<file path="src/ttc_pkg.sv">
// ttc_pkg: register indices, field positions, reset values and mode codes
// for the three-timer counter unit.
// assumes: registers sit on APB at byte address = 4 * index.
package ttc_pkg;

  // ==========================================================================
  // register indices (byte address is four times the index)
  localparam logic [7:0] IDX_TIMER_CONTROL = 8'h88;
  localparam logic [7:0] IDX_TIMER_MODE = 8'h89;
  localparam logic [7:0] IDX_T0_LOW = 8'h8A;
  localparam logic [7:0] IDX_T1_LOW = 8'h8B;
  localparam logic [7:0] IDX_T0_HIGH = 8'h8C;
  localparam logic [7:0] IDX_T1_HIGH = 8'h8D;
  localparam logic [7:0] IDX_T2_CONTROL = 8'hC8;
  localparam logic [7:0] IDX_RELOAD_LOW = 8'hCA;
  localparam logic [7:0] IDX_RELOAD_HIGH = 8'hCB;
  localparam logic [7:0] IDX_T2_LOW = 8'hCC;
  localparam logic [7:0] IDX_T2_HIGH = 8'hCD;

  // ==========================================================================
  // timer control register bit positions
  localparam int TC_T1_OVF = 7;
  localparam int TC_T1_RUN = 6;
  localparam int TC_T0_OVF = 5;
  localparam int TC_T0_RUN = 4;

  // timer mode register: per-timer nibble, timer 1 in the upper one
  localparam int TM_T1_LSB = 4;
  localparam int TM_T0_LSB = 0;
  localparam int TM_QUALIFY = 3;
  localparam int TM_SOURCE = 2;
  localparam int TM_MODE_HI = 1;
  localparam int TM_MODE_LO = 0;

  // timer 2 control bit positions
  localparam int T2_OVF = 7;
  localparam int T2_EXT = 6;
  localparam int T2_RX_SEL = 5;
  localparam int T2_TX_SEL = 4;
  localparam int T2_TRIG_EN = 3;
  localparam int T2_RUN = 2;
  localparam int T2_SOURCE = 1;
  localparam int T2_CAPTURE = 0;

  // ==========================================================================
  // reset values
  localparam logic [7:0] RST_TIMER_MODE = 8'h00;
  localparam logic [7:0] RST_T2_CONTROL = 8'h00;
  localparam logic [7:0] RST_COUNT = 8'h00;

  // ==========================================================================
  // synchronised pin positions
  localparam int PIN_T0 = 0;
  localparam int PIN_T1 = 1;
  localparam int PIN_T2 = 2;
  localparam int PIN_TRIG = 3;
  localparam int PIN_LVL0 = 4;
  localparam int PIN_LVL1 = 5;
  localparam int PIN_N = 6;

  typedef enum logic [1:0] {
    TTC_MODE_13BIT = 2'b00,
    TTC_MODE_16BIT = 2'b01,
    TTC_MODE_RELOAD = 2'b10,
    TTC_MODE_SPLIT = 2'b11
  } ttc_mode_t;

endpackage : ttc_pkg

</file>
<file path="src/ttc_three_timer_counter_unit.sv">
// ttc_three_timer_counter_unit: timers 0, 1 and 2 with an APB register slave.
// assumes: APB master on SYS_CLK; count, trigger and level pins are
// asynchronous; vector acknowledges come from the core on SYS_CLK.
`timescale 1ns/10ps
`default_nettype none

// Overview of operation
// mode 0 counts thirteen bits: high byte plus low five bits of low byte.
// wrap from all ones to zero sets the timer's overflow flag.
// timer 0/1 counts while run is set and qualify clear or level high.
// setting run never clears the count bytes.
// mode 1 cascades both bytes into one sixteen-bit counter.
// mode 2 low byte overflows, sets flag, reloads from unchanged high byte.
// timer 1 in mode 3 holds its count as if stopped.
// timer 0 mode 3 splits: low byte own controls, high byte uses timer 1's.
// with timer 0 split, timer 1 still counts for baud, raises no flag.
// timer 2 mode: baud if any clock select, else capture, reload or off.
// auto-reload rollover sets overflow flag and loads the reload pair.
// enabled trigger falling edge also reloads and sets external flag.
// capture mode sets overflow flag on every sixteen-bit overflow.
// enabled trigger falling edge captures counter into reload pair, flags.
// baud mode never sets timer 2 overflow flag; external flag still works.
// hardware only sets timer 2 flags; software alone clears them.
// receive clock select picks timer 2 overflows, else timer 1 overflows.
// transmit clock select picks timer 2 overflows, else timer 1 overflows.
// trigger enable allows capture/reload only outside baud mode.
// timer 2 source select counts the count pin, else the core clock.
// in baud mode capture select ignored, overflow always reloads.
// timer 2 control bits: ovf, ext, rx sel, tx sel, trig en, run, src, cap.
// timer 0/1 flags set on overflow, cleared on interrupt vectoring.
// timer 0/1 source select counts the count pin, else system clock.
// two-bit mode field: 00 thirteen, 01 sixteen, 10 reload, 11 split.
// all pins synchronised; falling edges found from successive samples.
module ttc_three_timer_counter_unit
  import ttc_pkg::*;
#(
  parameter int SYS_TICK_DIV = 1,
  parameter int ADDR_W = 12
) (
  input wire logic SYS_CLK,
  input wire logic NRST,
  input wire logic PSEL,
  input wire logic PENABLE,
  input wire logic PWRITE,
  input wire logic [ADDR_W-1:0] PADDR,
  input wire logic [31:0] PWDATA,
  input wire logic [3:0] PSTRB,
  output logic [31:0] PRDATA,
  output logic PREADY,
  output logic PSLVERR,
  input wire logic TIMER_ZERO_COUNT_PIN,
  input wire logic TIMER_ONE_COUNT_PIN,
  input wire logic TIMER_TWO_COUNT_PIN,
  input wire logic TIMER_TWO_TRIGGER_INPUT,
  input wire logic EXTERNAL_LEVEL_INPUT_ZERO,
  input wire logic EXTERNAL_LEVEL_INPUT_ONE,
  input wire logic TIMER_ZERO_VECTOR_ACK,
  input wire logic TIMER_ONE_VECTOR_ACK,
  output logic TIMER_ZERO_OVERFLOW_FLAG,
  output logic TIMER_ONE_OVERFLOW_FLAG,
  output logic TIMER_TWO_OVERFLOW_FLAG,
  output logic TIMER_TWO_EXTERNAL_FLAG,
  output logic RX_BAUD_TICK,
  output logic TX_BAUD_TICK
);

  // ==========================================================================
  // elaboration checks
  localparam int DIV_W = (SYS_TICK_DIV > 1) ? $clog2(SYS_TICK_DIV) : 1;
  localparam logic [DIV_W-1:0] DIV_LAST = DIV_W'(SYS_TICK_DIV - 1);

  if (SYS_TICK_DIV < 1 || SYS_TICK_DIV > 65536) begin : g_bad_div
    $error("SYS_TICK_DIV must lie in 1..65536");
  end
  // the index is PADDR[9:2]; any higher address bit set is refused
  if (ADDR_W < 10 || ADDR_W > 32) begin : g_bad_addr
    $error("ADDR_W must lie in 10..32 to reach every register");
  end

  // ==========================================================================
  // state
  typedef struct packed {
    logic [PIN_N-1:0] sync1;
    logic [PIN_N-1:0] sync2;
    logic [PIN_N-1:0] prev;
    logic [DIV_W-1:0] div;
    logic [7:0] tmode;
    logic tf1;
    logic tr1;
    logic tf0;
    logic tr0;
    logic [7:0] t0_low;
    logic [7:0] t0_high;
    logic [7:0] t1_low;
    logic [7:0] t1_high;
    logic [7:0] t2ctl;
    logic [7:0] t2_low;
    logic [7:0] t2_high;
    logic [7:0] rc_low;
    logic [7:0] rc_high;
    logic ready;
    logic [7:0] rdata;
    logic slverr;
    logic rx_tick;
    logic tx_tick;
  } ttc_state_t;

  ttc_state_t state_r;
  ttc_state_t state_nxt;

  // ==========================================================================
  // helpers

  // one count step of timer 0/1 in modes 0..2; returns {overflow, high, low}
  function automatic logic [16:0] ttc_step(input ttc_mode_t mode, input logic [7:0] hi,
                                           input logic [7:0] lo);
    logic [12:0] v13;
    logic [15:0] v16;
    logic [16:0] res;
    v13 = {hi, lo[4:0]} + 13'h0001;
    v16 = {hi, lo} + 16'h0001;
    res = {1'b0, hi, lo};
    unique case (mode)
      TTC_MODE_13BIT: begin
        // upper three low-byte bits are left alone; software ignores them
        res = {&{hi, lo[4:0]}, v13[12:5], lo[7:5], v13[4:0]};
      end
      TTC_MODE_16BIT: begin
        res = {&{hi, lo}, v16};
      end
      TTC_MODE_RELOAD: begin
        res = (&lo) ? {1'b1, hi, hi} : {1'b0, hi, lo + 8'h01};
      end
      TTC_MODE_SPLIT: begin
        // timer 0 split is handled by the caller; timer 1 just holds
        res = {1'b0, hi, lo};
      end
    endcase
    return res;
  endfunction : ttc_step

  // read decode; returns {mapped, data}
  function automatic logic [8:0] ttc_read(input logic [7:0] idx, input ttc_state_t s);
    logic [8:0] res;
    res = {1'b1, 8'h00};
    unique case (idx)
      IDX_TIMER_CONTROL: begin
        res[TC_T1_OVF] = s.tf1;
        res[TC_T1_RUN] = s.tr1;
        res[TC_T0_OVF] = s.tf0;
        res[TC_T0_RUN] = s.tr0;
      end
      IDX_TIMER_MODE: res[7:0] = s.tmode;
      IDX_T0_LOW: res[7:0] = s.t0_low;
      IDX_T1_LOW: res[7:0] = s.t1_low;
      IDX_T0_HIGH: res[7:0] = s.t0_high;
      IDX_T1_HIGH: res[7:0] = s.t1_high;
      IDX_T2_CONTROL: res[7:0] = s.t2ctl;
      IDX_RELOAD_LOW: res[7:0] = s.rc_low;
      IDX_RELOAD_HIGH: res[7:0] = s.rc_high;
      IDX_T2_LOW: res[7:0] = s.t2_low;
      IDX_T2_HIGH: res[7:0] = s.t2_high;
      default: res = 9'h000;
    endcase
    return res;
  endfunction : ttc_read

  // ==========================================================================
  // next-state logic
  logic [PIN_N-1:0] fall;
  logic [PIN_N-1:0] lvl;
  logic sys_tick;
  ttc_mode_t mode0;
  ttc_mode_t mode1;
  logic en0;
  logic tk0;
  logic en1;
  logic tk1;
  logic [16:0] step0;
  logic [16:0] step1;
  logic set_tf0;
  logic set_tf1;
  logic t1_ovf;
  logic baud;
  logic tk2;
  logic t2_ovf;
  logic trig;
  logic set_tf2;
  logic set_timer_two_external_flag;
  logic access;
  logic [7:0] widx;
  logic [8:0] rd;
  logic aligned;
  logic wr;
  logic [7:0] wd;

  always_comb begin
    state_nxt = state_r;

    // pins: two flops, then a third sample for edge detection
    // flops clear to zero and idle pins sit high, so release shows a rise
    // and never a false fall
    state_nxt.sync1 = {EXTERNAL_LEVEL_INPUT_ONE, EXTERNAL_LEVEL_INPUT_ZERO,
                       TIMER_TWO_TRIGGER_INPUT, TIMER_TWO_COUNT_PIN,
                       TIMER_ONE_COUNT_PIN, TIMER_ZERO_COUNT_PIN};
    state_nxt.sync2 = state_r.sync1;
    state_nxt.prev = state_r.sync2;
    fall = state_r.prev & ~state_r.sync2;
    lvl = state_r.sync2;

    // system clock enable for the timer-mode sources of timers 0/1
    // with a divider of one the enable is simply high every cycle
    sys_tick = (state_r.div == DIV_LAST);
    state_nxt.div = sys_tick ? '0 : state_r.div + DIV_W'(1);

    mode0 = ttc_mode_t'(state_r.tmode[TM_T0_LSB+TM_MODE_HI -: 2]);
    mode1 = ttc_mode_t'(state_r.tmode[TM_T1_LSB+TM_MODE_HI -: 2]);

    // ---- timer 0
    en0 = state_r.tr0 & (~state_r.tmode[TM_T0_LSB+TM_QUALIFY] | lvl[PIN_LVL0]);
    tk0 = state_r.tmode[TM_T0_LSB+TM_SOURCE] ? fall[PIN_T0] : sys_tick;
    set_tf0 = 1'b0;
    set_tf1 = 1'b0;
    step0 = ttc_step(mode0, state_r.t0_high, state_r.t0_low);
    if (mode0 == TTC_MODE_SPLIT) begin
      if (en0 && tk0) begin
        state_nxt.t0_low = state_r.t0_low + 8'h01;
        set_tf0 = &state_r.t0_low;
      end
      // high byte borrows timer 1's run bit and flag, counting system ticks
      if (state_r.tr1 && sys_tick) begin
        state_nxt.t0_high = state_r.t0_high + 8'h01;
        set_tf1 = &state_r.t0_high;
      end
    end else if (en0 && tk0) begin
      {set_tf0, state_nxt.t0_high, state_nxt.t0_low} = step0;
    end

    // ---- timer 1
    en1 = state_r.tr1 & (~state_r.tmode[TM_T1_LSB+TM_QUALIFY] | lvl[PIN_LVL1])
          & (mode1 != TTC_MODE_SPLIT);
    tk1 = state_r.tmode[TM_T1_LSB+TM_SOURCE] ? fall[PIN_T1] : sys_tick;
    step1 = ttc_step(mode1, state_r.t1_high, state_r.t1_low);
    t1_ovf = 1'b0;
    if (en1 && tk1) begin
      {t1_ovf, state_nxt.t1_high, state_nxt.t1_low} = step1;
    end
    // split timer 0 owns the flag; timer 1 still feeds the baud ticks
    if (mode0 != TTC_MODE_SPLIT) begin
      set_tf1 = set_tf1 | t1_ovf;
    end

    // ---- timer 2
    baud = state_r.t2ctl[T2_RX_SEL] | state_r.t2ctl[T2_TX_SEL];
    tk2 = state_r.t2ctl[T2_SOURCE] ? fall[PIN_T2] : 1'b1;
    // the enable alone qualifies the edge; run and baud only steer its effect
    trig = fall[PIN_TRIG] & state_r.t2ctl[T2_TRIG_EN];
    t2_ovf = 1'b0;
    set_tf2 = 1'b0;
    set_timer_two_external_flag = 1'b0;
    if (state_r.t2ctl[T2_RUN] && tk2) begin
      {state_nxt.t2_high, state_nxt.t2_low} = {state_r.t2_high, state_r.t2_low} + 16'h0001;
      // overflow is judged on the old count; a same-cycle write still wins
      if (&{state_r.t2_high, state_r.t2_low}) begin
        t2_ovf = 1'b1;
        set_tf2 = ~baud;
        if (baud || !state_r.t2ctl[T2_CAPTURE]) begin
          state_nxt.t2_low = state_r.rc_low;
          state_nxt.t2_high = state_r.rc_high;
        end
      end
    end
    if (trig) begin
      // in baud mode the edge is only an extra interrupt source
      set_timer_two_external_flag = 1'b1;
      if (state_r.t2ctl[T2_RUN] && !baud) begin
        if (state_r.t2ctl[T2_CAPTURE]) begin
          state_nxt.rc_low = state_r.t2_low;
          state_nxt.rc_high = state_r.t2_high;
        end else begin
          state_nxt.t2_low = state_r.rc_low;
          state_nxt.t2_high = state_r.rc_high;
        end
      end
    end
    state_nxt.rx_tick = state_r.t2ctl[T2_RX_SEL] ? t2_ovf : t1_ovf;
    state_nxt.tx_tick = state_r.t2ctl[T2_TX_SEL] ? t2_ovf : t1_ovf;

    // ---- APB slave: one wait state, answer registered
    // error and read data settle in the first access cycle, so both stand
    // with ready and hold until the next answer
    access = PSEL & PENABLE;
    widx = PADDR[9:2];
    aligned = (PADDR[1:0] == 2'b00) && (ADDR_W == 10 || (PADDR >> 10) == '0);
    rd = ttc_read(widx, state_r);
    state_nxt.ready = access & ~state_r.ready;
    if (access && !state_r.ready) begin
      state_nxt.slverr = ~(aligned & rd[8]);
      state_nxt.rdata = (aligned && !PWRITE) ? rd[7:0] : 8'h00;
    end
    wr = access & state_r.ready & PWRITE & PSTRB[0] & aligned & rd[8];
    wd = PWDATA[7:0];

    // software writes win over counting in the same cycle
    // only byte lane 0 carries a register; upper lanes are ignored
    if (wr) begin
      unique case (widx)
        IDX_TIMER_MODE: state_nxt.tmode = wd;
        IDX_TIMER_CONTROL: begin
          state_nxt.tr1 = wd[TC_T1_RUN];
          state_nxt.tr0 = wd[TC_T0_RUN];
        end
        IDX_T0_LOW: state_nxt.t0_low = wd;
        IDX_T1_LOW: state_nxt.t1_low = wd;
        IDX_T0_HIGH: state_nxt.t0_high = wd;
        IDX_T1_HIGH: state_nxt.t1_high = wd;
        IDX_T2_CONTROL: state_nxt.t2ctl[T2_RX_SEL:0] = wd[T2_RX_SEL:0];
        IDX_RELOAD_LOW: state_nxt.rc_low = wd;
        IDX_RELOAD_HIGH: state_nxt.rc_high = wd;
        IDX_T2_LOW: state_nxt.t2_low = wd;
        IDX_T2_HIGH: state_nxt.t2_high = wd;
        default: state_nxt.tmode = state_r.tmode;
      endcase
    end

    // ---- flags: a hardware set always wins over any clear in the same cycle
    // so an overflow that meets a vector acknowledge is never lost
    state_nxt.tf0 = ((wr && widx == IDX_TIMER_CONTROL) ? wd[TC_T0_OVF] : state_r.tf0)
                    & ~TIMER_ZERO_VECTOR_ACK | set_tf0;
    state_nxt.tf1 = ((wr && widx == IDX_TIMER_CONTROL) ? wd[TC_T1_OVF] : state_r.tf1)
                    & ~TIMER_ONE_VECTOR_ACK | set_tf1;
    state_nxt.t2ctl[T2_OVF] = ((wr && widx == IDX_T2_CONTROL) ? wd[T2_OVF]
                              : state_r.t2ctl[T2_OVF]) | set_tf2;
    state_nxt.t2ctl[T2_EXT] = ((wr && widx == IDX_T2_CONTROL) ? wd[T2_EXT]
                              : state_r.t2ctl[T2_EXT]) | set_timer_two_external_flag;
  end

  // ==========================================================================
  // state register
  // count bytes have no fixed power-on value; zero keeps runs repeatable
  always_ff @(posedge SYS_CLK) begin
    if (!NRST) begin
      state_r <= '0;
      state_r.tmode <= RST_TIMER_MODE;
      state_r.t2ctl <= RST_T2_CONTROL;
      state_r.t0_low <= RST_COUNT;
      state_r.t0_high <= RST_COUNT;
      state_r.t1_low <= RST_COUNT;
      state_r.t1_high <= RST_COUNT;
      state_r.t2_low <= RST_COUNT;
      state_r.t2_high <= RST_COUNT;
      state_r.rc_low <= RST_COUNT;
      state_r.rc_high <= RST_COUNT;
    end else begin
      state_r <= state_nxt;
    end
  end

  // ==========================================================================
  // outputs, all straight from the state register
  assign PRDATA = {24'h000000, state_r.rdata};
  assign PREADY = state_r.ready;
  assign PSLVERR = state_r.slverr;
  assign TIMER_ZERO_OVERFLOW_FLAG = state_r.tf0;
  assign TIMER_ONE_OVERFLOW_FLAG = state_r.tf1;
  assign TIMER_TWO_OVERFLOW_FLAG = state_r.t2ctl[T2_OVF];
  assign TIMER_TWO_EXTERNAL_FLAG = state_r.t2ctl[T2_EXT];
  assign RX_BAUD_TICK = state_r.rx_tick;
  assign TX_BAUD_TICK = state_r.tx_tick;

endmodule : ttc_three_timer_counter_unit

`default_nettype wire

</file>
<file path="config.mk">
export PLATFORM = sky130hd
export DESIGN_NAME = ttc_three_timer_counter_unit
export DESIGN_NICKNAME = d
export VERILOG_FILES = /design/src/ttc_pkg.sv /design/src/ttc_three_timer_counter_unit.sv
export SDC_FILE = /design/constraint.sdc
export NUM_CORES = 1
export LEC_CHECK = 0
export ABC_AREA = 1
export BUFFER_PORTS_ARGS = -buffer_cell sky130_fd_sc_hd__buf_2
export CAP_MARGIN = 30
export CORE_MARGIN = 2
export CORE_UTILIZATION = 25
export CTS_BUF_LIST = sky130_fd_sc_hd__clkbuf_8
export DETAILED_ROUTE_END_ITERATION = 7
export PLACE_DENSITY = 0.41
export SYNTH_ARGS = -nofsm -noshare
export SYNTH_HDL_FRONTEND = slang
export SYNTH_SLANG_ARGS = --single-unit
export TNS_END_PERCENT = 10
</file>
<file path="constraint.sdc">
create_clock -name SYS_CLK -period 2.5 [get_ports SYS_CLK]
set_input_delay 0.375 -clock SYS_CLK [delete_from_list [all_inputs] [get_ports SYS_CLK]]
set_output_delay 0.375 -clock SYS_CLK [all_outputs]
set_load 0.1 [all_outputs]
</file>
# After elaboration in Yosys (flattened, before gate mapping)
# Cells that the tools add are included.
word_totals:
  latch_bits: 0
  rom_bits: 0
  output_inout_bits: 40
  n_memories: 0
  regBits: 113
  ram_bits: 0
op_classes:
  n_reduce_logical: 32
  magnitude_cmp: 0
  bitwise_logic: 32
  n_eq_ne: 19
  addsub: 9
  n_div: 0
  mul: 0
  shift: 0
  muxes: 51
op_table:
  columns: ["cell", "count"]
  rows:
  - ["$mux W16", 8]
  - ["$mux W32", 4]
  - ["$eq A8 B8 Y1 const B", 11]
  - ["$mux W8", 11]
  - ["$pmux W17 S4", 1]
  - ["$pmux W17 S3", 1]
  - ["$add A16 B1 Y16 const B", 3]
  - ["$reduce_and A16 Y1", 3]
  - ["$pmux W4 S11", 1]
  - ["$pmux W4 S10", 1]
  - ["$mux W17", 2]
  - ["$add A13 B1 Y13 const B", 2]
  - ["$reduce_and A13 Y1", 2]
  - ["$add A8 B1 Y8 const B", 3]
  - ["$reduce_and A8 Y1", 3]
  - ["$mux W1", 22]
  - ["$and A1 B1 Y1", 14]
  - ["$logic_not A12 Y1", 1]
  - ["$reduce_or A11 Y1", 1]
  - ["$logic_and A1 B1 Y1", 10]
  - ["$eq A2 B2 Y1 const B", 4]
  - ["$not A1 Y1", 8]
  - ["$or A1 B1 Y1", 8]
  - ["$reduce_and A2 Y1", 4]
  - ["other kinds (8)", 15]

# Depth between registers and ports, before layout
# Gate-level depths: netlist of run 1.
logic_depth:
  ltp_word: 10
  mapped_depth: 14
  ltp_nobuf: 14

# Least setup slack after synthesis of run 1
# OpenSTA, ideal clock, no wires.
synth_timing:
  path_type: "reg-to-reg"
  startpoint: "register state_r (netlist bit PREADY)"
  endpoint: "register state_r[70] (netlist name)"
  setup_time_ps: 117
  arrival_time_ps: 2192
  slack_ps: 191
  path_stages_with_launch: 10
  cell_sequence: "dfxtp_1 inv_1 nor2_1 nand3_1 nor2_1 buf_4 nand3_2 buf_2 o21ai_0 nor2_1"
synth_between:
  elab_chain_len: 6
synth_rtl:
  columns: ["element", "line", "rtl"]
  rows:
  - ["start, declared", "ttc_three_timer_counter_unit.sv:108", "ttc_state_t state_r;"]
  - ["start signal, assigned", "ttc_three_timer_counter_unit.sv:355", "state_r <= state_nxt;"]
  - ["$and A1 B1 Y1 (5 in a row)", "ttc_three_timer_counter_unit.sv:301", "wr = access & state_r.ready & PWRITE & PSTRB[0] & aligned & rd[8];"]
  - ["$mux W32", "ttc_three_timer_counter_unit.sv:306", "if (wr) begin"]
# No other way between the ends.
# A chain may end at the register's enable or synchronous reset.

# Final worst setup path of run 1
layout_timing:
  startpoint: "register state_r[61] (netlist name)"
  endpoint: "register state_r (netlist bit TIMER_ONE_OVERFLOW_FLAG)"
layout_between:
  elab_chain_len: 7
layout_rtl:
  columns: ["element", "line", "rtl"]
  rows:
  - ["$reduce_and A8 Y1", "ttc_three_timer_counter_unit.sv:132", "res = (&lo) ? {1'b1, hi, hi} : {1'b0, hi, lo + 8'h01};"]
  - ["$mux W17", "ttc_three_timer_counter_unit.sv:132", null]
  - ["$pmux W17 S4 (*)", "ttc_three_timer_counter_unit.sv:123", "unique case (mode)"]
  - ["$mux W1 (*)", "ttc_three_timer_counter_unit.sv:245", "if (en1 && tk1) begin"]
  - ["$or A1 B1 Y1 (*)", "ttc_three_timer_counter_unit.sv:250", "set_tf1 = set_tf1 | t1_ovf;"]
  - ["$mux W1 (*)", "ttc_three_timer_counter_unit.sv:249", "if (mode0 != TTC_MODE_SPLIT) begin"]
  - ["$or A1 B1 Y1 (*)", "ttc_three_timer_counter_unit.sv:331", "& ~TIMER_ONE_VECTOR_ACK | set_tf1;"]
# Every way passes the cells marked *; elsewhere a longest branch is shown, timed or not.

==> results of run 1 <==
-- placed cells by master (no fill, tap or decap), types with 4 or more instances in the layout --
cell type,Yosys,layout
nor2_2,4,4
nand3b_1,4,4
clkbuf_8,0,17
inv_2,7,7
o21ai_1,26,26
conb_1,1,25
buf_4,34,45
a21oi_1,63,63
nor3_1,17,17
o21ai_0,129,129
nor2_1,244,244
bufinv_16,0,5
nor2_4,7,7
clkinvlp_4,0,4
xor2_1,7,7
inv_1,164,165
ha_1,9,9
o22ai_1,10,10
nand2_2,6,6
buf_2,13,49
nand3_1,123,123
nand4_1,22,22
dfxtp_1,113,113
nand2_1,362,362
-- metrics by stage --
step | utilization [%] | setup slack (ps) | cells | hold slack [ps]
after detailed placement | 27.29 | 87.99 | 1920 | 402.7
final | 28.65 | 215.2 | 1952 | 81.16
after global placement | 27.29 | 113.9 | 1920 | 399.9
after global routing | 28.65 | 56.98 | 1952 | 67.21
after floorplan | - | 191.4 | 1467 | 390.5
after CTS | 28.65 | 235.8 | 1952 | 47.64
-- Yosys cell counts (all sizes together) --
library cell / instances
nand2: 372
nor2: 255
inv: 171
o21ai: 155
nand3: 129
dfxtp: 113
a21oi: 63
buf: 59
clkbuf: 30
nand4: 22
nor3: 17
o22ai: 10
ha: 9
xor2: 7
nand3b: 5
a211oi: 3
a31oi: 3
nor4: 3
o211ai: 3
a22oi: 2
clkinv: 2
o21bai: 2
or2: 2
xnor2: 2
and2: 1
conb: 1
o2111ai: 1
or3b: 1
-- layer usage --
metal	vias up	track usage, %	routed length (um)
li1	4666	-	-
met1	4273	26.37	15940
met2	192	31.63	15590
met3	41	3.171	1417
met4	0	5.769	741
met5	-	0	0
-- flip-flops by register name (all words and copies together) (netlist names) --
name,flops
TX_BAUD_TICK,1
mode1,2
TIMER_TWO_EXTERNAL_FLAG,1
lvl,6
RX_BAUD_TICK,1
TIMER_ZERO_OVERFLOW_FLAG,1
PREADY,1
state_r,81
PRDATA,8
TIMER_TWO_OVERFLOW_FLAG,1
mode0,2
TIMER_ONE_OVERFLOW_FLAG,1
PSLVERR,1
state_nxt,6
-- logic make-up (layout without fill, tap and decap cells) --
kind of cell | Yosys count | count (layout)
AND/OR/NAND/NOR | 807 | 807
adder cells (fa/ha/maj) | 9 | 9
flip-flops | 113 | 113
AO/OA/AOI/OAI | 242 | 242
XOR/XNOR | 9 | 9
buffers and inverters | 262 | 299
other | 1 | 25
-- critical path, cell delays in order, from the launching register on --
cell	delay, ps
dfxtp_1	450
ha_1	240
nand2_1	90
nor2_2	210
nand2_1	220
nand2_1	140
nand4_1	160
buf_4	230
o21ai_0	270
o21ai_0	140
inv_1	70
-- worst paths after layout --
kind                             start                            endpoint
min reg2reg  state_nxt[107]$_SDFF_PN0_                   lvl[4]$_SDFF_PN0_
min           EXTERNAL_LEVEL_INPUT_ONE           state_nxt[108]$_SDFF_PN0_
max reg2reg     state_r[61]$_SDFF_PN0_  TIMER_ONE_OVERFLOW_FLAG$_SDFF_PN0_
max             state_r[61]$_SDFF_PN0_  TIMER_ONE_OVERFLOW_FLAG$_SDFF_PN0_
-- power groups by stage --
stage	Sequential, W	Combinational (W)	Clock [W]
finish	0.00182	0.000366	0.00206
global route	0.00182	0.000388	0.00220
CTS	0.00182	0.000371	0.00211
detailed placement	0.00186	0.000370	0
global placement	0.00186	0.000371	0
floorplan	0.00187	0.000286	0
-- area by class of cell --
class / instances / area, sq um
Clock inverter: 15 / 216.5
Inverter: 173 / 649.4
Clock buffer: 17 / 234.0
Sequential cell: 113 / 2262
Multi-Input combinational cell: 1092 / 5029
Fill cell: 3855 / 23750
Tap cell: 448 / 560.5
Timing Repair Buffer: 94 / 583.1
==> flow_summary.json, run 1 <==
{
  "yosys.area_share.simple_pct": 41.66,
  "min_path_type": "primary input to flop",
  "synthMuxAreaShare_pct": 0,
  "finalCritPeriodShare_pct": 91.39,
  "postPlaceCellArea_sq_um": 9084,
  "setup_viol": 0,
  "drv_cap": 0,
  "dieArea_sq_um": 34960,
  "path_class": "flop to flop",
  "diodes": 0,
  "worstMarginPinSlew_ps": 914.2,
  "ys_types": 43,
  "synth_fa_ha_area_share_pct": 1.345,
  "cts_setup_buffers": 0,
  "cts_hold_buf": 0,
  "hpwl_mm": 25.24,
  "worstSkewPairLatency_ps": 470,
  "startpoint_type": "flop",
  "synth_compound_area_share_pct": 15.01,
  "synth_top_family_by_area": "simple AND/OR/NAND/NOR gates",
  "place_congestion": 0.8934,
  "wl_per_cell_um": 17.26,
  "cts.sinks": 113,
  "track_usage_pct": 19.43,
  "slew_headroom_pct": 38.99,
  "seq_power_share_pct": 42.9,
  "synth_top_area_cell": "dfxtp_1",
  "areaGrowthSynthToFinish_pct": 13.90,
  "grt_max_degree": 55,
  "crit_arrival_ps": 2700,
  "synthXorXnorAreaFrac_pct": 0.9417,
  "status": "complete, no violations",
  "fmaxAchievable_mhz": 437.7,
  "reg2reg_depth": 10,
  "die_w_um": 187.0,
  "cts_resized": 0,
  "cts-buffers-inserted": 17,
  "synth_area_leaders": "dfxtp_1 (27%), nand2_1 (16%), nor2_1 (11%)",
  "netSwitchingPower_w": 0.001198,
  "ctsLongestPathBuffers": 2,
  "die_h_um": 187.0,
  "yosys_warnings": 0,
  "cp-end-kind": "flop",
  "syn-cell-area_sq_um": 8371,
  "clk_pin_slew_ps": 80,
  "postSynthAreaPerCell_sq_um": 5.801,
  "fin_nets": 1561,
  "hold_violations": 0,
  "io_buffers": 49,
  "cts_root_buf": "clkbuf_8",
  "antenna_found_initial": 0,
  "finalSetupTns_ps": 0,
  "holdPathStages": 3,
  "htree_levels": 4,
  "vias_per_cell": 4.699,
  "skew_ps": 14.46,
  "fin_crit_ps": 2285,
  "p_comb_share_pct": 8.6,
  "drt-total-wl_mm": 33.69,
  "synth_seq_area_share_pct": 27.03,
  "start_util_pct": 25.15,
  "antenna_left": 0,
  "power_frac_clock_pct": 48.5,
  "io_pins": 101,
  "peakVddDrop_mv": 0.3011,
  "synth_top_area_share_pct": 27.03,
  "stdcell_area_sq_um": 9534,
  "drtIter0Drc": 838,
  "crit_fanout": 6,
  "rsz0062_at_grt": "false",
  "p_per_area_nw_per_um2": 444.7,
  "num_vias": 9172,
  "layout-drive-gt1-share_pct": 10.77,
  "reg2reg_slack_ps": 220,
  "core-area_sq_um": 33280,
  "required_ps": 2920,
  "grt_pass1_wl_mm": 52.04,
  "first_global_vias": 8693,
  "slew_viol_final": 0,
  "grt-ovfl-total": 0,
  "sw_frac_of_total_pct": 28.27,
  "synthCells": 1443,
  "total_power_w": 0.004240,
  "synth_seq_cells": 113,
  "first_pass_iters": 5,
  "core.rowCount": 67,
  "drcViolationCount": 0,
  "leakage_nw": 4.226,
  "internal_power_w": 0.003041,
  "cts_tree": "built"
}
(Power assumes the default switching activity.)
==> run 2, diff against run 1 <==
==> constraint.sdc (replaced) <==
create_clock -name SYS_CLK -period 2.5 [get_ports SYS_CLK]
set_input_delay 0 -clock SYS_CLK [delete_from_list [all_inputs] [get_ports SYS_CLK]]
set_output_delay 0 -clock SYS_CLK [all_outputs]
set_load 0.1 [all_outputs]
==> run 2 against run 1 <==
Cell area rose by 1.7%. Register-to-register slack improved by 90 ps. Combinational power rose by 7.1%. Global-route usage rose by 0.14 points. Critical path depth did not move. Total power rose by 1.2%. Clock skew rose by 0.52 ps. Worst setup slack improved by 20 ps. Sequential share of layout area fell by 0.40 points. Clock power barely moved. Highest routed layer unchanged.
==> flow_summary.json, run 2 (synthesized netlist as in run 1, its figures left out) <==
{
  "drt-total-wl_mm": 34.40,
  "core.rowCount": 67,
  "cp_top_family": "buffers and inverters",
  "wl_per_cell_um": 17.49,
  "startpoint_type": "primary input",
  "htree_levels": 4,
  "hold_path_startpoint": "PWDATA[3]",
  "ctsLongestPathBuffers": 2,
  "start_util_pct": 25.15,
  "grt-ovfl-total": 0,
  "cts-buffers-inserted": 17,
  "cts_hold_buf": 20,
  "crit_arrival_ps": 2630,
  "antenna_left": 0,
  "cts.sinks": 113,
  "worstMarginPinSlew_ps": 896.5,
  "finalSetupTns_ps": 0,
  "slew_headroom_pct": 40.17,
  "path_cells": "dlygate4sd3_1 > buf_2 > nor2_1 > dlygate4sd3_1 > nand2_1 > nor2_1 > buf_4 > nand3_1 > o21ai_0 > nor2_1",
  "vias_per_cell": 4.710,
  "path_class": "primary input to flop",
  "final_cell_mix": "nand2_1 (362), nor2_1 (244), inv_1 (167)",
  "largest_reg_flops": 81,
  "max_stage_delay_ps": 550,
  "die_h_um": 187.0,
  "min_to": "state_r[23]$_SDFF_PN0_",
  "hpwl_mm": 25.28,
  "reg2reg_depth": 12,
  "cts_setup_buffers": 0,
  "min_path_type": "primary input to flop",
  "areaGrowthSynthToFinish_pct": 15.84,
  "worstSkewPairLatency_ps": 480,
  "skew_ps": 14.98,
  "io_pins": 101,
  "drtIter0Drc": 837,
  "cts_tree": "built",
  "fmaxAchievable_mhz": 441.6,
  "drcViolationCount": 0,
  "die_w_um": 187.0,
  "crit_fanout": 12,
  "fin_nets": 1577,
  "diodes": 0,
  "status": "complete, no violations",
  "holdPathStages": 3,
  "total_power_w": 0.004289,
  "track_usage_pct": 19.57,
  "reg2reg_slack_ps": 310,
  "final_common_cell": "nand2_1",
  "cp-end-kind": "flop",
  "setup_viol": 0,
  "first_pass_iters": 5,
  "antenna_found_initial": 1,
  "cts_root_buf": "clkbuf_8",
  "place_congestion": 0.8924,
  "cp_slowest_cell": "dlygate4sd3_1",
  "layout-drive-gt1-share_pct": 10.20,
  "top_register": "state_r",
  "rr_endpoint": "state_r[58]$_SDFF_PN0_",
  "hold_violations": 0,
  "peakVddDrop_mv": 0.2856,
  "first_global_vias": 8596,
  "leakage_nw": 4.298,
  "finalCritPeriodShare_pct": 90.58,
  "rsz0062_at_grt": "false",
  "dieArea_sq_um": 34960,
  "grt_max_degree": 63,
  "p_per_area_nw_per_um2": 442.3,
  "path_common_cell": "nor2_1",
  "clk_pin_slew_ps": 70,
  "drv_cap": 0,
  "crit_buf_inv": 4,
  "cts_resized": 0,
  "fin_crit_ps": 2264,
  "num_vias": 9265,
  "required_ps": 2860,
  "core-area_sq_um": 33280,
  "timing.rr.start": "state_r[61]$_SDFF_PN0_",
  "grt_pass1_wl_mm": 52.25,
  "io_buffers": 49,
  "slew_viol_final": 0
}
==> run 2: changes by cell type in the layout (fill, tap and decap cells not counted) <==
cell           before  now
dlygate4sd3_1       0   20
buf_4              45   41
clkinvlp_4          4    2
inv_1             165  167
clkbuf_8           17   18
clkinv_2            3    2
inv_6               1    0
==> run 2: through the flow <==
step / cells / utilization, % / hold WS (ps) / worst slack [ps] / cell area, sq um
floorplan: 1467 / - / 97.63 / 191.4 / 8461
global placement: 1916 / 27.20 / 181.6 / 312.6 / 9054
detailed placement: 1916 / 27.20 / 186.7 / 295.2 / 9054
CTS: 1967 / 29.14 / 26.62 / 286.7 / 9697
global route: 1967 / 29.14 / 49.37 / 61.98 / 9697
finish: 1967 / 29.14 / 40.51 / 235.6 / 9697
==> run 2: worst register-to-register path: cells and delay by family, from the launching register on <==
kind                       cells  cell delay, ps
and+or+nand+nor               11            1340
DFF                            1             490
adders and majority gates      1             260
==> run 2: how the worst max path moves through the flow <==
stage | startpoint | end | slack (ps) | cells past startpoint
CTS | state_r[61]$_SDFF_PN0_ | state_r[58]$_SDFF_PN0_ | 290 | 12
finish | PADDR[0] | state_r[53]$_SDFF_PN0_ | 240 | 10
global placement | state_r[61]$_SDFF_PN0_ | state_r[58]$_SDFF_PN0_ | 310 | 12
global route | PADDR[0] | state_r[59]$_SDFF_PN0_ | 60 | 10
floorplan | PREADY$_SDFF_PN0_ | state_r[70]$_SDFF_PN0_ | 190 | 9
detailed placement | state_r[61]$_SDFF_PN0_ | state_r[58]$_SDFF_PN0_ | 300 | 12
==> run 2: layout make-up <==
class                   instances  area (sq um)
clock buffers                  18         247.7
clock inverters                13         195.2
fillers                      3874         23580
inverters                     173         649.4
multi-input cells            1092          5029
flip-flops and latches        113          2262
well taps                     448         560.5
repair buffers                110         753.2
==> run 2: metal layers <==
metal / vias to the layer above / track usage [%] / wire length (um)
met5: - / 0 / 0
met4: 0 / 6.502 / 847
li1: 4686 / - / -
met1: 4284 / 26.81 / 16310
met3: 46 / 2.570 / 1652
met2: 249 / 31.68 / 15590
==> run 2: where the power goes <==
part	internal (W)	leakage, nW	switching [W]	total (W)
Combinational	0.0000685	3.16	0.000323	0.000392
Clock	0.00119	0.228	0.000887	0.00208
Sequential	0.00181	0.913	0.00000476	0.00182
==> run 3, diff against run 2 <==
- HOLD_SLACK_MARGIN: default -> 0.12
- PLACE_DENSITY: 0.41 -> 0.42
- clock period: 2.5 -> 1.83 ns (I/O delays scaled with it)
==> run 3 against run 2 <==
Combinational power grew 44%. Hold slack better by 140 ps. Cell area increased by 11%. Routed wire length grew 0.31%. Die area stayed put. Sequential share of layout area is 2.2 points lower. Clock power grew 55%. Count of clock-buffer cells in the layout grew 1. Critical endpoint is now state_r[64]$_SDFF_PN0_. Largest cell class unchanged.
==> flow_summary.json, run 3 (synthesized netlist as in run 1, its figures left out) <==
{
  "worstMarginPinSlew_ps": 636.2,
  "antenna_found_initial": 0,
  "finalCritPeriodShare_pct": 96.91,
  "track_usage_pct": 19.76,
  "leakage_nw": 4.799,
  "clk_pin_slew_ps": 80,
  "io_pins": 101,
  "slew_headroom_pct": 57.54,
  "fin_crit_ps": 1773,
  "p_comb_share_pct": 9.0,
  "skew_ps": 14.70,
  "required_ps": 2200,
  "netSwitchingPower_w": 0.001700,
  "fmaxAchievable_mhz": 563.9,
  "total_power_w": 0.006263,
  "p_per_area_nw_per_um2": 580.7,
  "core-area_sq_um": 33280,
  "top_layer_used": "met4",
  "slew_viol_final": 0,
  "seq_power_share_pct": 39.6,
  "holdPathStages": 7,
  "rsz0062_at_grt": "true",
  "final_common_cell": "nand2_1",
  "layout-drive-gt1-share_pct": 18.41,
  "areaGrowthSynthToFinish_pct": 28.86,
  "die_w_um": 187.0,
  "startpoint_type": "primary input",
  "hold_violations": 0,
  "hold_ws_ps": 175.5,
  "min_path_type": "primary input to flop",
  "fill_cells": 3771,
  "final_cell_mix": "nand2_1 (358), nor2_1 (225), inv_1 (159)",
  "crit_arrival_ps": 2140,
  "cp-end-kind": "flop",
  "drcViolationCount": 0,
  "setup_viol": 0,
  "status": "complete, no violations",
  "reg2reg_depth": 11,
  "min_to": "state_r[55]$_SDFF_PN0_",
  "io_buffers": 49,
  "grt_pass1_wl_mm": 52.93,
  "core.rowCount": 67,
  "wl_met1_mm": 16.10,
  "drv_cap": 0,
  "largest_reg_flops": 81,
  "grt-ovfl-total": 0,
  "rr_endpoint": "state_r[41]$_SDFF_PN0_",
  "die_h_um": 187.0,
  "top_register": "state_r",
  "cts_tree": "built",
  "dieArea_sq_um": 34960,
  "drtIter0Drc": 608,
  "first_global_vias": 8946,
  "drt-total-wl_mm": 34.50,
  "wl_met3_mm": 1.637,
  "sw_frac_of_total_pct": 27.14,
  "htree_levels": 4,
  "path_class": "primary input to flop",
  "cts.sinks": 113,
  "postLayoutCoreUtil_pct": 32.41,
  "worstSkewPairLatency_ps": 480,
  "cts-buffers-inserted": 17,
  "antenna_left": 0,
  "timing.rr.start": "state_r[37]$_SDFF_PN0_",
  "crit_fanout": 15,
  "place_congestion": 0.9306,
  "ctsLongestPathBuffers": 2,
  "hpwl_mm": 26.01,
  "met2WireLength_mm": 16.00,
  "fin_nets": 1676,
  "vias_per_cell": 4.679,
  "cts_root_buf": "clkbuf_8",
  "power_frac_clock_pct": 51.4,
  "start_util_pct": 25.15,
  "diodes": 0,
  "internal_power_w": 0.004563,
  "hold_path_startpoint": "PADDR[8]",
  "peakVddDrop_mv": 0.3926,
  "first_pass_iters": 7,
  "wl_per_cell_um": 16.69,
  "num_vias": 9672,
  "reg2reg_slack_ps": 110,
  "grt_max_degree": 93
}
==> run 3: cell count changes in the layout (fill, tap and decap cells not counted), sizes merged <==
cell	change
clkinvlp	+1
buf	+90
clkbuf	+1
dlygate4sd3	+9
bufinv	+2
inv	-2
clkinv	-1
==> run 3: layer usage <==
metal | vias to the layer above | track usage (%)
met4 | 0 | 6.166
met1 | 4508 | 26.44
met5 | - | 0
met3 | 42 | 3.340
li1 | 4887 | -
met2 | 235 | 32.38
==> run 3: power by group through the flow <==
stage | Combinational [W] | Clock, W | Sequential (W)
detailed placement | 0.000514 | 0 | 0.00254
global placement | 0.000514 | 0 | 0.00254
CTS | 0.000560 | 0.00331 | 0.00248
floorplan | 0.000391 | 0 | 0.00255
finish | 0.000564 | 0.00322 | 0.00248
global route | 0.000594 | 0.00342 | 0.00248
==> run 3: worst max path at each step <==
stage	from	endpoint	slack (ps)	cells after the start
after floorplan	PREADY$_SDFF_PN0_	state_r[70]$_SDFF_PN0_	60	9
after global placement	state_r[64]$_SDFF_PN0_	state_r[58]$_SDFF_PN0_	-30	10
after detailed placement	state_r[64]$_SDFF_PN0_	state_r[58]$_SDFF_PN0_	-30	10
after CTS	state_r[61]$_SDFF_PN0_	TX_BAUD_TICK$_SDFF_PN0_	5	9
after global routing	state_r[48]$_SDFFE_PN0P_	state_r[14]$_SDFF_PN0_	-60	8
final	PADDR[9]	state_r[64]$_SDFF_PN0_	60	14
==> run 3: layout make-up <==
| cell class | instances | area [sq um] | share of cell area, % |
|---|---|---|---|
| Timing Repair Buffer | 209 | 1589 | 14.73 |
| Clock buffer | 19 | 261.5 | 2.424 |
| Clock inverter | 13 | 255.2 | 2.366 |
| Tap cell | 448 | 560.5 | 5.197 |
| Multi-Input combinational cell | 1092 | 5190 | 48.12 |
| Inverter | 173 | 651.9 | 6.043 |
| Sequential cell | 113 | 2278 | 21.12 |
==> run 3: worst max-delay path, cell delays in order <==
cell and delay, ps:
dlygate4sd3_1 530, buf_2 170, nand2_2 110, nor2_4 50
buf_4 140, nand2_4 50, nand2_1 60, nor2_2 150
nand3_4 190, buf_4 200, nand3_4 150, nand2_1 70
nor2_1 170, nor2_1 80
==> run 3: metrics by stage <==
step / std cells / cell area, sq um / setup TNS, ps / worst slack (ps)
after floorplan: 1467 / 8467 / 0 / 61.24
after global placement: 1999 / 9746 / -40.01 / -31.73
after detailed placement: 1999 / 9746 / -30.61 / -30.61
after CTS: 2060 / 10560 / 0 / 4.571
after global routing: 2067 / 10790 / -404.5 / -63.20
final: 2067 / 10790 / 0 / 56.59
==> run 3: timing repair <==
item,in CTS,in global routing
setup endpoints to repair,4,79
pin swaps,1,11
gates resized for setup,3,59
hold endpoints to repair,109,0
gates cloned,0,0
hold buffers,29,0
buffers inserted,0,7
